$ cat config.mk
export PLATFORM = sky130hd
export DESIGN_NAME = adc_channel_result_control
export DESIGN_NICKNAME = d
export VERILOG_FILES = /design/src/rtl/adc_ctrl_pkg.sv /design/src/rtl/sar_engine.sv /design/src/rtl/adc_channel_result_control.sv
export SDC_FILE = /design/constraint.sdc
export NUM_CORES = 1
export LEC_CHECK = 0
export BUFFER_PORTS_ARGS = -buffer_cell sky130_fd_sc_hd__buf_2
export CORE_ASPECT_RATIO = 2
export CORE_UTILIZATION = 45
export CTS_CLUSTER_DIAMETER = 50
export DETAILED_ROUTE_END_ITERATION = 7
export PLACE_DENSITY_LB_ADDON = 0.3
export SETUP_SLACK_MARGIN = 0.4
export SYNTH_ARGS = -nofsm -noshare
export SYNTH_HDL_FRONTEND = slang
export SYNTH_SLANG_ARGS = --single-unit
$ cat constraint.sdc
create_clock -name clk -period 1.9 [get_ports clk]
set_clock_uncertainty 0.05 [all_clocks]
set_input_delay 0.095 -clock clk [delete_from_list [all_inputs] [get_ports clk]]
set_output_delay 0.095 -clock clk [all_outputs]
set_load 0.03 [all_outputs]
$ cat src/rtl/adc_ctrl_pkg.sv
// Shared constants, register map and types for the converter control block.
package adc_ctrl_pkg;

  // ****************************************************************
  // Geometry of results and register bus
  // ****************************************************************
  localparam int RESULT_WIDTH  = 10;
  localparam int RESULT_SHIFT  = 6;
  localparam int RESULT_COUNT  = 4;
  localparam int BUS_WIDTH     = 8;
  localparam int ADDR_WIDTH    = 4;
  localparam int CHANNEL_WIDTH = 4;

  // ****************************************************************
  // Register offsets on the byte bus
  // ****************************************************************
  // Result n upper byte at 2n, lower byte at 2n+1.
  localparam logic [3:0] OFS_RESULT_BASE    = 4'h0;
  localparam logic [3:0] OFS_RESULT_LAST    = 4'h7;
  localparam logic [3:0] OFS_CONTROL_STATUS = 4'h8;
  localparam logic [3:0] OFS_CONTROL        = 4'h9;

  // ****************************************************************
  // Field positions
  // ****************************************************************
  localparam int BIT_END_FLAG    = 7;
  localparam int BIT_IRQ_ENABLE  = 6;
  localparam int BIT_START       = 5;
  localparam int BIT_SCAN        = 4;
  localparam int BIT_SET_SELECT  = 3;
  localparam int BIT_GROUP_SEL   = 2;
  localparam int BIT_INDEX_HI    = 1;
  localparam int BIT_INDEX_LO    = 0;
  localparam int BIT_MODULE_STOP = 7;
  localparam int BIT_TIMER_EN    = 1;
  localparam int BIT_EXT_EN      = 0;

  // ****************************************************************
  // Reset values
  // ****************************************************************
  localparam logic [7:0] CONTROL_STATUS_RESET = 8'h00;
  localparam logic [7:0] CONTROL_RESET        = 8'h00;
  localparam logic [9:0] RESULT_RESET         = 10'h000;

  // ****************************************************************
  // Timing of the approximation engine
  // ****************************************************************
  localparam int CLK_PERIOD_NS  = 100;
  localparam int SAMPLE_TIME_NS = 1000;
  localparam int BIT_TIME_NS    = 200;
  localparam int SAMPLE_CYCLES  = (SAMPLE_TIME_NS + CLK_PERIOD_NS - 1) / CLK_PERIOD_NS;
  localparam int BIT_CYCLES     = (BIT_TIME_NS + CLK_PERIOD_NS - 1) / CLK_PERIOD_NS;

  // ****************************************************************
  // State types
  // ****************************************************************
  typedef enum logic [1:0] {SEQ_IDLE, SEQ_LAUNCH, SEQ_RUN} seq_state_type;
  typedef enum logic [1:0] {SAR_IDLE, SAR_SAMPLE, SAR_BITS} sar_state_type;

endpackage : adc_ctrl_pkg

$ cat src/rtl/sar_engine.sv
// Successive approximation engine: sample phase, then one trial per bit.
`timescale 1ns/1ns
`default_nettype none
module sar_engine
  import adc_ctrl_pkg::*;
#(
  parameter int WIDTH         = adc_ctrl_pkg::RESULT_WIDTH,
  parameter int SAMPLE_CYCLES = adc_ctrl_pkg::SAMPLE_CYCLES,
  parameter int BIT_CYCLES    = adc_ctrl_pkg::BIT_CYCLES
) (
  input  wire logic             clk,
  input  wire logic             rst_b,
  input  wire logic             start,
  input  wire logic             abort,
  input  wire logic             comparator_high,
  output var  logic             sample_hold,
  output var  logic [WIDTH-1:0] dac_code,
  output var  logic             done,
  output var  logic [WIDTH-1:0] result
);

  sar_state_type    state_ff, nxt_state;
  logic [7:0]       cnt_ff, nxt_cnt;
  logic [3:0]       bit_ff, nxt_bit;
  logic [WIDTH-1:0] code_ff, nxt_code;
  logic             hold_ff, nxt_hold;
  logic             done_ff, nxt_done;

  // Next state: hold the input, then keep or drop each trial bit from MSB down.
  always_comb begin
    nxt_state = state_ff;
    nxt_cnt   = cnt_ff;
    nxt_bit   = bit_ff;
    nxt_code  = code_ff;
    nxt_hold  = 1'b0;
    nxt_done  = 1'b0;
    case (state_ff)
      SAR_IDLE: begin
        if (start && !abort) begin
          nxt_state = SAR_SAMPLE;
          nxt_cnt   = 8'(SAMPLE_CYCLES - 1);
          nxt_hold  = 1'b1;
        end
      end
      SAR_SAMPLE: begin
        nxt_hold = 1'b1;
        if (cnt_ff != 8'h00) begin
          nxt_cnt = cnt_ff - 8'h01;
        end else begin
          nxt_hold  = 1'b0;
          nxt_state = SAR_BITS;
          nxt_bit   = 4'(WIDTH - 1);
          nxt_code  = {1'b1, {(WIDTH-1){1'b0}}};
          nxt_cnt   = 8'(BIT_CYCLES - 1);
        end
      end
      SAR_BITS: begin
        if (cnt_ff != 8'h00) begin
          nxt_cnt = cnt_ff - 8'h01;
        end else begin
          nxt_code[bit_ff] = comparator_high;
          nxt_cnt          = 8'(BIT_CYCLES - 1);
          if (bit_ff == 4'h0) begin
            nxt_state = SAR_IDLE;
            nxt_done  = 1'b1;
          end else begin
            nxt_bit                = bit_ff - 4'h1;
            nxt_code[bit_ff-4'h1]  = 1'b1;
          end
        end
      end
      default: nxt_state = SAR_IDLE;
    endcase
    if (abort) begin
      nxt_state = SAR_IDLE;
      nxt_hold  = 1'b0;
      nxt_done  = 1'b0;
    end
  end

  // Registers of the engine.
  always_ff @(posedge clk or negedge rst_b) begin
    if (!rst_b) begin
      state_ff <= SAR_IDLE;
      cnt_ff   <= 8'h00;
      bit_ff   <= 4'h0;
      code_ff  <= '0;
      hold_ff  <= 1'b0;
      done_ff  <= 1'b0;
    end else begin
      state_ff <= nxt_state;
      cnt_ff   <= nxt_cnt;
      bit_ff   <= nxt_bit;
      code_ff  <= nxt_code;
      hold_ff  <= nxt_hold;
      done_ff  <= nxt_done;
    end
  end

  assign sample_hold = hold_ff;
  assign dac_code    = code_ff;
  assign done        = done_ff;
  assign result      = code_ff;

endmodule : sar_engine
`default_nettype wire

$ cat src/rtl/adc_channel_result_control.sv
// Digital control of a sixteen-input converter with four byte-read result registers.
`timescale 1ns/1ns
`default_nettype none
module adc_channel_result_control
  import adc_ctrl_pkg::*;
#(
  parameter int SAMPLE_CYCLES = adc_ctrl_pkg::SAMPLE_CYCLES,
  parameter int BIT_CYCLES    = adc_ctrl_pkg::BIT_CYCLES
) (
  input  wire logic                                    clk,
  input  wire logic                                    rst_b,
  input  wire logic [adc_ctrl_pkg::ADDR_WIDTH-1:0]     bus_addr,
  input  wire logic [adc_ctrl_pkg::BUS_WIDTH-1:0]      bus_wdata,
  input  wire logic                                    bus_wr,
  input  wire logic                                    bus_rd,
  output var  logic [adc_ctrl_pkg::BUS_WIDTH-1:0]      bus_rdata,
  input  wire logic                                    timer_trigger,
  input  wire logic                                    external_trigger_pin_b,
  input  wire logic                                    comparator_high,
  output var  logic [adc_ctrl_pkg::CHANNEL_WIDTH-1:0]  analog_channel,
  output var  logic                                    sample_hold,
  output var  logic [adc_ctrl_pkg::RESULT_WIDTH-1:0]   dac_code,
  output var  logic                                    conversion_end_irq
);

  // ****************************************************************
  // Declarations
  // ****************************************************************
  logic                    end_flag_ff, nxt_end_flag;
  logic                    flag_seen_ff, nxt_flag_seen;
  logic                    irq_enable_ff, nxt_irq_enable;
  logic                    start_ff, nxt_start;
  logic                    scan_ff, nxt_scan;
  logic                    set_select_ff, nxt_set_select;
  logic                    group_select_ff, nxt_group_select;
  logic [1:0]              index_ff, nxt_index;
  logic                    module_stop_ff, nxt_module_stop;
  logic                    timer_en_ff, nxt_timer_en;
  logic                    ext_en_ff, nxt_ext_en;
  logic [7:0]              temp_ff, nxt_temp;
  logic [7:0]              rdata_ff, nxt_rdata;
  logic [RESULT_WIDTH-1:0] result_ff [RESULT_COUNT];
  logic [RESULT_WIDTH-1:0] nxt_result [RESULT_COUNT];
  seq_state_type           seq_ff, nxt_seq;
  logic [1:0]              cur_ff, nxt_cur;
  logic [3:0]              channel_ff, nxt_channel;
  logic                    eng_start_ff, nxt_eng_start;
  logic                    irq_ff, nxt_irq;
  logic                    ext_s1_ff, ext_s2_ff, ext_s3_ff;
  logic                    ext_level_ff, nxt_ext_level;
  logic                    ext_fall;
  logic                    eng_abort;
  logic                    eng_done;
  logic [RESULT_WIDTH-1:0] eng_result;
  logic                    seq_single_end;
  logic                    seq_pass_end;
  logic [7:0]              status_byte;
  logic [7:0]              control_byte;

  // ****************************************************************
  // Address decoding
  // ****************************************************************
  // Reports whether an offset falls on one of the result bytes.
  function automatic logic is_result(input logic [3:0] addr);
    is_result = (addr >= OFS_RESULT_BASE) && (addr <= OFS_RESULT_LAST);
  endfunction : is_result

  // Upper byte of the 16-bit view of a left-justified result.
  function automatic logic [7:0] upper_byte(input logic [RESULT_WIDTH-1:0] value);
    logic [15:0] word;
    word       = 16'(value) << RESULT_SHIFT;
    upper_byte = word[15:8];
  endfunction : upper_byte

  // Lower byte of the 16-bit view; the six low bits are always zero.
  function automatic logic [7:0] lower_byte(input logic [RESULT_WIDTH-1:0] value);
    logic [15:0] word;
    word       = 16'(value) << RESULT_SHIFT;
    lower_byte = word[7:0];
  endfunction : lower_byte

  // ****************************************************************
  // External trigger synchroniser
  // ****************************************************************
  // The pin level is accepted only once the second and third stages agree.
  always_comb begin
    nxt_ext_level = ext_level_ff;
    if (ext_s2_ff == ext_s3_ff) begin
      nxt_ext_level = ext_s3_ff;
    end
  end

  assign ext_fall = ext_level_ff && !nxt_ext_level;

  // Three sampling stages plus the accepted level; pin idles high.
  always_ff @(posedge clk or negedge rst_b) begin
    if (!rst_b) begin
      ext_s1_ff    <= 1'b1;
      ext_s2_ff    <= 1'b1;
      ext_s3_ff    <= 1'b1;
      ext_level_ff <= 1'b1;
    end else begin
      ext_s1_ff    <= external_trigger_pin_b;
      ext_s2_ff    <= ext_s1_ff;
      ext_s3_ff    <= ext_s2_ff;
      ext_level_ff <= nxt_ext_level;
    end
  end

  // ****************************************************************
  // Conversion sequencer
  // ****************************************************************
  // Launches the engine per channel and files each answer in its register.
  always_comb begin
    nxt_seq        = seq_ff;
    nxt_cur        = cur_ff;
    nxt_channel    = channel_ff;
    nxt_eng_start  = 1'b0;
    nxt_result     = result_ff;
    seq_single_end = 1'b0;
    seq_pass_end   = 1'b0;
    eng_abort      = 1'b0;
    case (seq_ff)
      SEQ_IDLE: begin
        if (start_ff && !module_stop_ff) begin
          nxt_cur = scan_ff ? 2'b00 : index_ff;
          nxt_seq = SEQ_LAUNCH;
        end
      end
      SEQ_LAUNCH: begin
        nxt_channel   = {set_select_ff, group_select_ff, cur_ff};
        nxt_eng_start = 1'b1;
        nxt_seq       = SEQ_RUN;
      end
      SEQ_RUN: begin
        if (eng_done) begin
          nxt_result[cur_ff] = eng_result;
          if (!scan_ff) begin
            seq_single_end = 1'b1;
            nxt_seq        = SEQ_IDLE;
          end else begin
            seq_pass_end = (cur_ff == index_ff);
            nxt_cur      = seq_pass_end ? 2'b00 : cur_ff + 2'b01;
            nxt_seq      = SEQ_LAUNCH;
          end
        end
      end
      default: nxt_seq = SEQ_IDLE;
    endcase
    if ((seq_ff != SEQ_IDLE) && (!start_ff || module_stop_ff)) begin
      eng_abort     = 1'b1;
      nxt_eng_start = 1'b0;
      nxt_seq       = SEQ_IDLE;
    end
  end

  // Sequencer registers and stored results.
  always_ff @(posedge clk or negedge rst_b) begin
    if (!rst_b) begin
      seq_ff       <= SEQ_IDLE;
      cur_ff       <= 2'b00;
      channel_ff   <= 4'h0;
      eng_start_ff <= 1'b0;
      for (int i = 0; i < RESULT_COUNT; i++) begin
        result_ff[i] <= RESULT_RESET;
      end
    end else begin
      seq_ff       <= nxt_seq;
      cur_ff       <= nxt_cur;
      channel_ff   <= nxt_channel;
      eng_start_ff <= nxt_eng_start;
      result_ff    <= nxt_result;
    end
  end

  // Approximation engine working on the selected input.
  sar_engine #(
    .WIDTH         (RESULT_WIDTH),
    .SAMPLE_CYCLES (SAMPLE_CYCLES),
    .BIT_CYCLES    (BIT_CYCLES)
  ) engine (
    .clk             (clk),
    .rst_b           (rst_b),
    .start           (eng_start_ff),
    .abort           (eng_abort),
    .comparator_high (comparator_high),
    .sample_hold     (sample_hold),
    .dac_code        (dac_code),
    .done            (eng_done),
    .result          (eng_result)
  );

  // ****************************************************************
  // Register bus
  // ****************************************************************
  assign status_byte  = {end_flag_ff, irq_enable_ff, start_ff, scan_ff,
                         set_select_ff, group_select_ff, index_ff};
  assign control_byte = {module_stop_ff, 5'b00000, timer_en_ff, ext_en_ff};

  // Reads, writes, triggers and hardware updates of the control bits.
  always_comb begin
    nxt_end_flag     = end_flag_ff;
    nxt_flag_seen    = flag_seen_ff;
    nxt_irq_enable   = irq_enable_ff;
    nxt_start        = start_ff;
    nxt_scan         = scan_ff;
    nxt_set_select   = set_select_ff;
    nxt_group_select = group_select_ff;
    nxt_index        = index_ff;
    nxt_module_stop  = module_stop_ff;
    nxt_timer_en     = timer_en_ff;
    nxt_ext_en       = ext_en_ff;
    nxt_temp         = temp_ff;
    nxt_rdata        = rdata_ff;
    if (seq_single_end) begin
      nxt_start = 1'b0;
    end
    if (bus_rd) begin
      if (is_result(bus_addr) && !bus_addr[0]) begin
        nxt_rdata = upper_byte(result_ff[bus_addr[2:1]]);
        nxt_temp  = lower_byte(result_ff[bus_addr[2:1]]);
      end else if (is_result(bus_addr)) begin
        nxt_rdata = temp_ff;
      end else if (bus_addr == OFS_CONTROL_STATUS) begin
        nxt_rdata = status_byte;
        if (end_flag_ff) begin
          nxt_flag_seen = 1'b1;
        end
      end else if (bus_addr == OFS_CONTROL) begin
        nxt_rdata = control_byte;
      end else begin
        nxt_rdata = 8'h00;
      end
    end
    if (bus_wr && (bus_addr == OFS_CONTROL_STATUS)) begin
      if (!bus_wdata[BIT_END_FLAG] && flag_seen_ff) begin
        nxt_end_flag  = 1'b0;
        nxt_flag_seen = 1'b0;
      end
      nxt_irq_enable   = bus_wdata[BIT_IRQ_ENABLE];
      nxt_start        = bus_wdata[BIT_START] && !module_stop_ff;
      nxt_scan         = bus_wdata[BIT_SCAN];
      nxt_set_select   = bus_wdata[BIT_SET_SELECT];
      nxt_group_select = bus_wdata[BIT_GROUP_SEL];
      nxt_index        = bus_wdata[BIT_INDEX_HI:BIT_INDEX_LO];
    end else if (bus_wr && (bus_addr == OFS_CONTROL)) begin
      nxt_module_stop = bus_wdata[BIT_MODULE_STOP];
      nxt_timer_en    = bus_wdata[BIT_TIMER_EN];
      nxt_ext_en      = bus_wdata[BIT_EXT_EN];
    end
    if (!module_stop_ff && ((timer_en_ff && timer_trigger) || (ext_en_ff && ext_fall))) begin
      nxt_start = 1'b1;
    end
    if (nxt_module_stop) begin
      nxt_start = 1'b0;
    end
    if (seq_single_end || seq_pass_end) begin
      nxt_end_flag = 1'b1;
    end
  end

  assign nxt_irq = nxt_end_flag && nxt_irq_enable;

  // Control, status, holding latch and read data registers.
  always_ff @(posedge clk or negedge rst_b) begin
    if (!rst_b) begin
      end_flag_ff     <= CONTROL_STATUS_RESET[BIT_END_FLAG];
      flag_seen_ff    <= 1'b0;
      irq_enable_ff   <= CONTROL_STATUS_RESET[BIT_IRQ_ENABLE];
      start_ff        <= CONTROL_STATUS_RESET[BIT_START];
      scan_ff         <= CONTROL_STATUS_RESET[BIT_SCAN];
      set_select_ff   <= CONTROL_STATUS_RESET[BIT_SET_SELECT];
      group_select_ff <= CONTROL_STATUS_RESET[BIT_GROUP_SEL];
      index_ff        <= CONTROL_STATUS_RESET[BIT_INDEX_HI:BIT_INDEX_LO];
      module_stop_ff  <= CONTROL_RESET[BIT_MODULE_STOP];
      timer_en_ff     <= CONTROL_RESET[BIT_TIMER_EN];
      ext_en_ff       <= CONTROL_RESET[BIT_EXT_EN];
      temp_ff         <= 8'h00;
      rdata_ff        <= 8'h00;
      irq_ff          <= 1'b0;
    end else begin
      end_flag_ff     <= nxt_end_flag;
      flag_seen_ff    <= nxt_flag_seen;
      irq_enable_ff   <= nxt_irq_enable;
      start_ff        <= nxt_start;
      scan_ff         <= nxt_scan;
      set_select_ff   <= nxt_set_select;
      group_select_ff <= nxt_group_select;
      index_ff        <= nxt_index;
      module_stop_ff  <= nxt_module_stop;
      timer_en_ff     <= nxt_timer_en;
      ext_en_ff       <= nxt_ext_en;
      temp_ff         <= nxt_temp;
      rdata_ff        <= nxt_rdata;
      irq_ff          <= nxt_irq;
    end
  end

  assign bus_rdata          = rdata_ff;
  assign analog_channel     = channel_ff;
  assign conversion_end_irq = irq_ff;

endmodule : adc_channel_result_control
`default_nettype wire

==> results.md <==
- The run finished with clean final reports.
- The number of search-and-repair iterations in the first detailed-routing pass is 5.
- Synthesis produced a netlist with a net count of ~480.
- The sequential area share after synthesis is 50.21%.
- The commonest non-fill, non-tap cell in the layout is dfrtp_1.
- The library cells used most frequently in the layout, excluding fill and tap cells, are 93 x dfrtp_1, 42 x mux2_2, 42 x buf_4, 40 x buf_2, 29 x nand2_1.
- Detailed placement ended at an HPWL of between 9000 and 10000 um.
- The element type at the critical path end is a flip-flop.
- For the pin with the worst max-slew slack, the measured transition is 0.6650 ns.
- The cell count of the worst hold path is 3.
- The worst endpoint data arrival time is 2.03 ns.
- The slowest stage of the critical path belongs to the cell dfrtp_1.
- The total global routing track utilization is 23.27%.
- Of the cells placed in the final design, the portion with a size suffix greater than 1 is 45.75%.
- In this run the standard cell core region covers between 10000 and 15000 um2.
- Tracing the worst setup path back leads to its startpoint at engine.cnt_ff[4].
- The wire length per cell is 20.37 um.
- In this run the mean area of a mapped cell was about 11 um2.
- The clock share of power is 21.0%.
- The worst hold path belongs to the class in2reg.
- The antenna diode count is 0.
- In this run the critical register-to-register path is launched from engine.cnt_ff[4].
- The width of the die is 77.23 um.
- The filler cell count in the final layout is 853.
- The maximum cell stage delay along the critical path is 0.50 ns.
- The type of origin of the critical path is a flip-flop.
- The number of buffers inserted during clock tree synthesis is 9.
- The number of synthesized flops with an enable pin is 0.
- In the finished design, the share of the clock period the worst path needs comes to 95.12%.
- Counting every instance in the synthesized netlist gives 445.
- The first routing iteration left 233 violations.
- Of all nets on the critical path, the largest fanout is 7.
- The final-report setup violation count is 0.
- The via count of the first global-routing pass is between 3000 and 4000.
- The TritonCTS clock tree is done.
- The final layout contains routed wiring with a total length of 14120 um.
- The clock transition at the registers of the reported paths is 0.07 ns.
- The total buffers and inverters traversed by the critical path is 1.
- IR analysis of the VDD net gives a maximum drop of ~0.65 mV.
- Setup repair after global routing could not meet its margin everywhere.
- The count of yosys warnings during synthesis is 0.
- The internal portion of the total power is ~5.3 mW.
- Per report_power, the sequential group accounts for 33.0% of the total.
- The worst path setup slack after routing is 0.09273 ns.
- Routability-driven placement finished with a final weighted congestion of 0.9893.
- Traced cell by cell, the critical path runs through nor3_2 > buf_4 > nand3_2 > a22o_4 > a21oi_4 > mux2i_1.
- Of the total power, the share spent switching nets is 39.96%.
- The data required time of the worst path is about 2.1 ns.
- The number of top-level pins is 43.
- The tree built by TritonCTS fans out to 102 sinks.
- The max-slew violation count is 0.
- Summed over all nets, the switching power comes to about 3.5 mW.
- The maximum buffer depth of the clock tree is 2.
- The die is 152.5 um tall.
- The number of flip-flops and latches in the synthesized netlist is 102.
- The floorplan has 54 rows.
- The worst setup path is of the reg2reg kind.
- The number of vias after detailed routing is 3950.
- The H-tree was split into 3 levels.
- The area of the mapped netlist is 5094 um2.
- The number of antenna violations at the first check in global routing is 0.
- Broken down by cell family, the worst path's largest delay share belongs to flip-flops.
- The worst pin sits at a relative slew slack of 55.20%.
- The largest net degree at the start of global routing is 45.
- The number of buffer cells added on primary ports is 42.
- In this run the power density over the cells is 1289 nW/um2.
- The hold violation count in the final report came to 0.
- After detailed routing, the number of remaining DRC violations is 0.
- In this run the static leakage power is 3.093 nW.
- The number of different library cells used by synthesis comes to 62.
- The global-route wire length before repair is between 20000 and 25000 um.
- The total congestion overflow after global routing is 0.
- The total negative slack is 0 ns.
- The initial core utilization is between 40% and 50%.
- The smallest clock period supported by the final layout is computed as about 1.8 ns.
- At the placement stage, the worst setup path has a slack of 0.05813 ns.
- The net count of the finished layout is 584.
- The portion of total power attributed to combinational logic is 46.0%.
- Dividing the detail-routed via count by the number of cells gives 5.700.
- The number of cells on the worst reg-to-reg path is 6.
- Compared with the post-synthesis result, the final layout area differs by 33.51%.
- The number of violations of the max-capacitance limit is 0.
- The detail route stage leaves a number of antenna-violating nets equal to 0.
- The count of cell instances traversed by the critical path is 6.
- Based on the critical path, the design can be clocked at up to 553.3 MHz.
- In this run the most critical hold path is launched from bus_wdata[7].
- The total die area is roughly 12000 um2.
- For the worst-skew pair, the clock arrives at the later sink with an insertion delay of between 0.3 and 0.4 ns.
- The clock tree root driver cell is clkbuf_16.
- Counting flops with an async set or reset pin after synthesis yields a share of 100.0%.
- The final-layout worst hold slack is about 0.017 ns.
- The dominant synthesized flop cell is dfrtp_1.
[metal layers]
layer	share of wire [%]	global-route usage (%)
met4	5.0	10.33
met5	0	0
met1	35	23.81
met2	58	45.09
met3	2.0	3.293
[worst register-to-register path, stage by stage, from the launching register on]
cell and delay [ns]:
dfrtp_1 0.50, nor3_2 0.30, buf_4 0.17, nand3_2 0.10, a22o_4 0.28, a21oi_4 0.13, mux2i_1 0.20
[path summary, 6_finish.rpt]
path                                       to  slack, ns
setup / recovery           engine.state_ff[1]       0.09
setup reg to reg           engine.state_ff[1]       0.09
hold / removal                   flag_seen_ff       0.02
min in group asynchronous   analog_channel[0]       0.20
max in group asynchronous       result_ff[25]       0.98
hold reg to reg                     ext_s2_ff       0.31
[cells by family after synthesis]
group,after synthesis,share of synthesized area [%]
and+or+nand+nor,108,10.69
xor gates and xnor gates,2,0.3440
buffers and inverters,37,3.636
adders and majority gates,18,4.372
muxes,57,15.43
AOI/OAI and AO/OA,121,15.33
DFF,102,50.21
[registers in the layout, indices dropped and copies added (netlist names), 2 cells and up]
register / cells
temp_ff: 2
cur_ff: 2
engine.state_ff: 2
bus_rdata: 8
seq_ff: 2
engine.dac_code: 10
index_ff: 2
engine.cnt_ff: 8
result_ff: 40
engine.bit_ff: 4
analog_channel: 4
[Yosys cell counts, types with 2 or more instances]
cell / number / area, um2
a22o_1: 7 / 61.31
a221o_1: 5 / 50.05
o21ai_0: 38 / 190.2
nand2_1: 43 / 161.4
nor3b_1: 2 / 15.01
mux2_2: 44 / 495.5
a21oi_1: 28 / 140.1
nor2_1: 22 / 82.58
mux4_2: 2 / 45.04
ha_1: 17 / 212.7
clkbuf_1: 7 / 26.28
and3_1: 2 / 12.51
a31oi_1: 7 / 43.79
dfstp_2: 4 / 105.1
mux2i_1: 2 / 20.02
buf_2: 4 / 20.02
and3b_1: 2 / 17.52
buf_4: 5 / 37.54
nor3_1: 5 / 25.02
o21a_1: 3 / 22.52
xnor2_1: 2 / 17.52
inv_1: 18 / 67.56
o31ai_1: 4 / 30.03
dfrtp_1: 98 / 2452
nor2b_1: 9 / 56.30
mux4_1: 8 / 210.2
a22oi_1: 3 / 22.52
nand3_1: 5 / 25.02
and2_1: 4 / 25.02
o22ai_1: 4 / 25.02
a32oi_1: 3 / 26.28
o41ai_1: 2 / 17.52
nand2b_1: 6 / 37.54
a21o_1: 2 / 15.01
[through the flow]
stage	power, mW	area, um2	cells	utilization (%)
2_1_floorplan	4.644	5191	445	-
3_3_place_gp	5.424	5600	628	51.17
5_1_grt	9.157	6800	693	62.13
6_report	8.767	6800	693	62.13
4_1_cts	8.166	6349	669	58.00
3_5_place_dp	5.487	5600	628	51.17
[timing repair]
item                       4_1_cts  5_1_grt
setup endpoints to repair       62       74
setup buffers                   16       20
hold endpoints to repair        40        0
cloned                           1        4
pin swaps                       20       22
gates resized for setup         59       62
hold buffers                     8        0
[area by class of cell]
type | count | area, um2 | area share [%]
Sequential cell | 102 | 2564 | 37.70
Multi-Input combinational cell | 311 | 2889 | 42.48
Timing Repair Buffer | 106 | 810.8 | 11.92
Clock buffer | 13 | 250.2 | 3.680
Tap cell | 140 | 175.2 | 2.576
Clock inverter | 3 | 43.79 | 0.6440
Inverter | 18 | 67.56 | 0.9936
[power by group through the flow]
stage / logic, mW / clock network, mW / registers (mW)
final: 4.03 / 1.84 / 2.90
after global routing: 4.29 / 1.94 / 2.93
after CTS: 3.46 / 1.85 / 2.86
after detailed placement: 2.60 / 0 / 2.89
after global placement: 2.56 / 0 / 2.87
after floorplan: 1.66 / 0 / 2.99
Power figures use the tool's default switching activity.
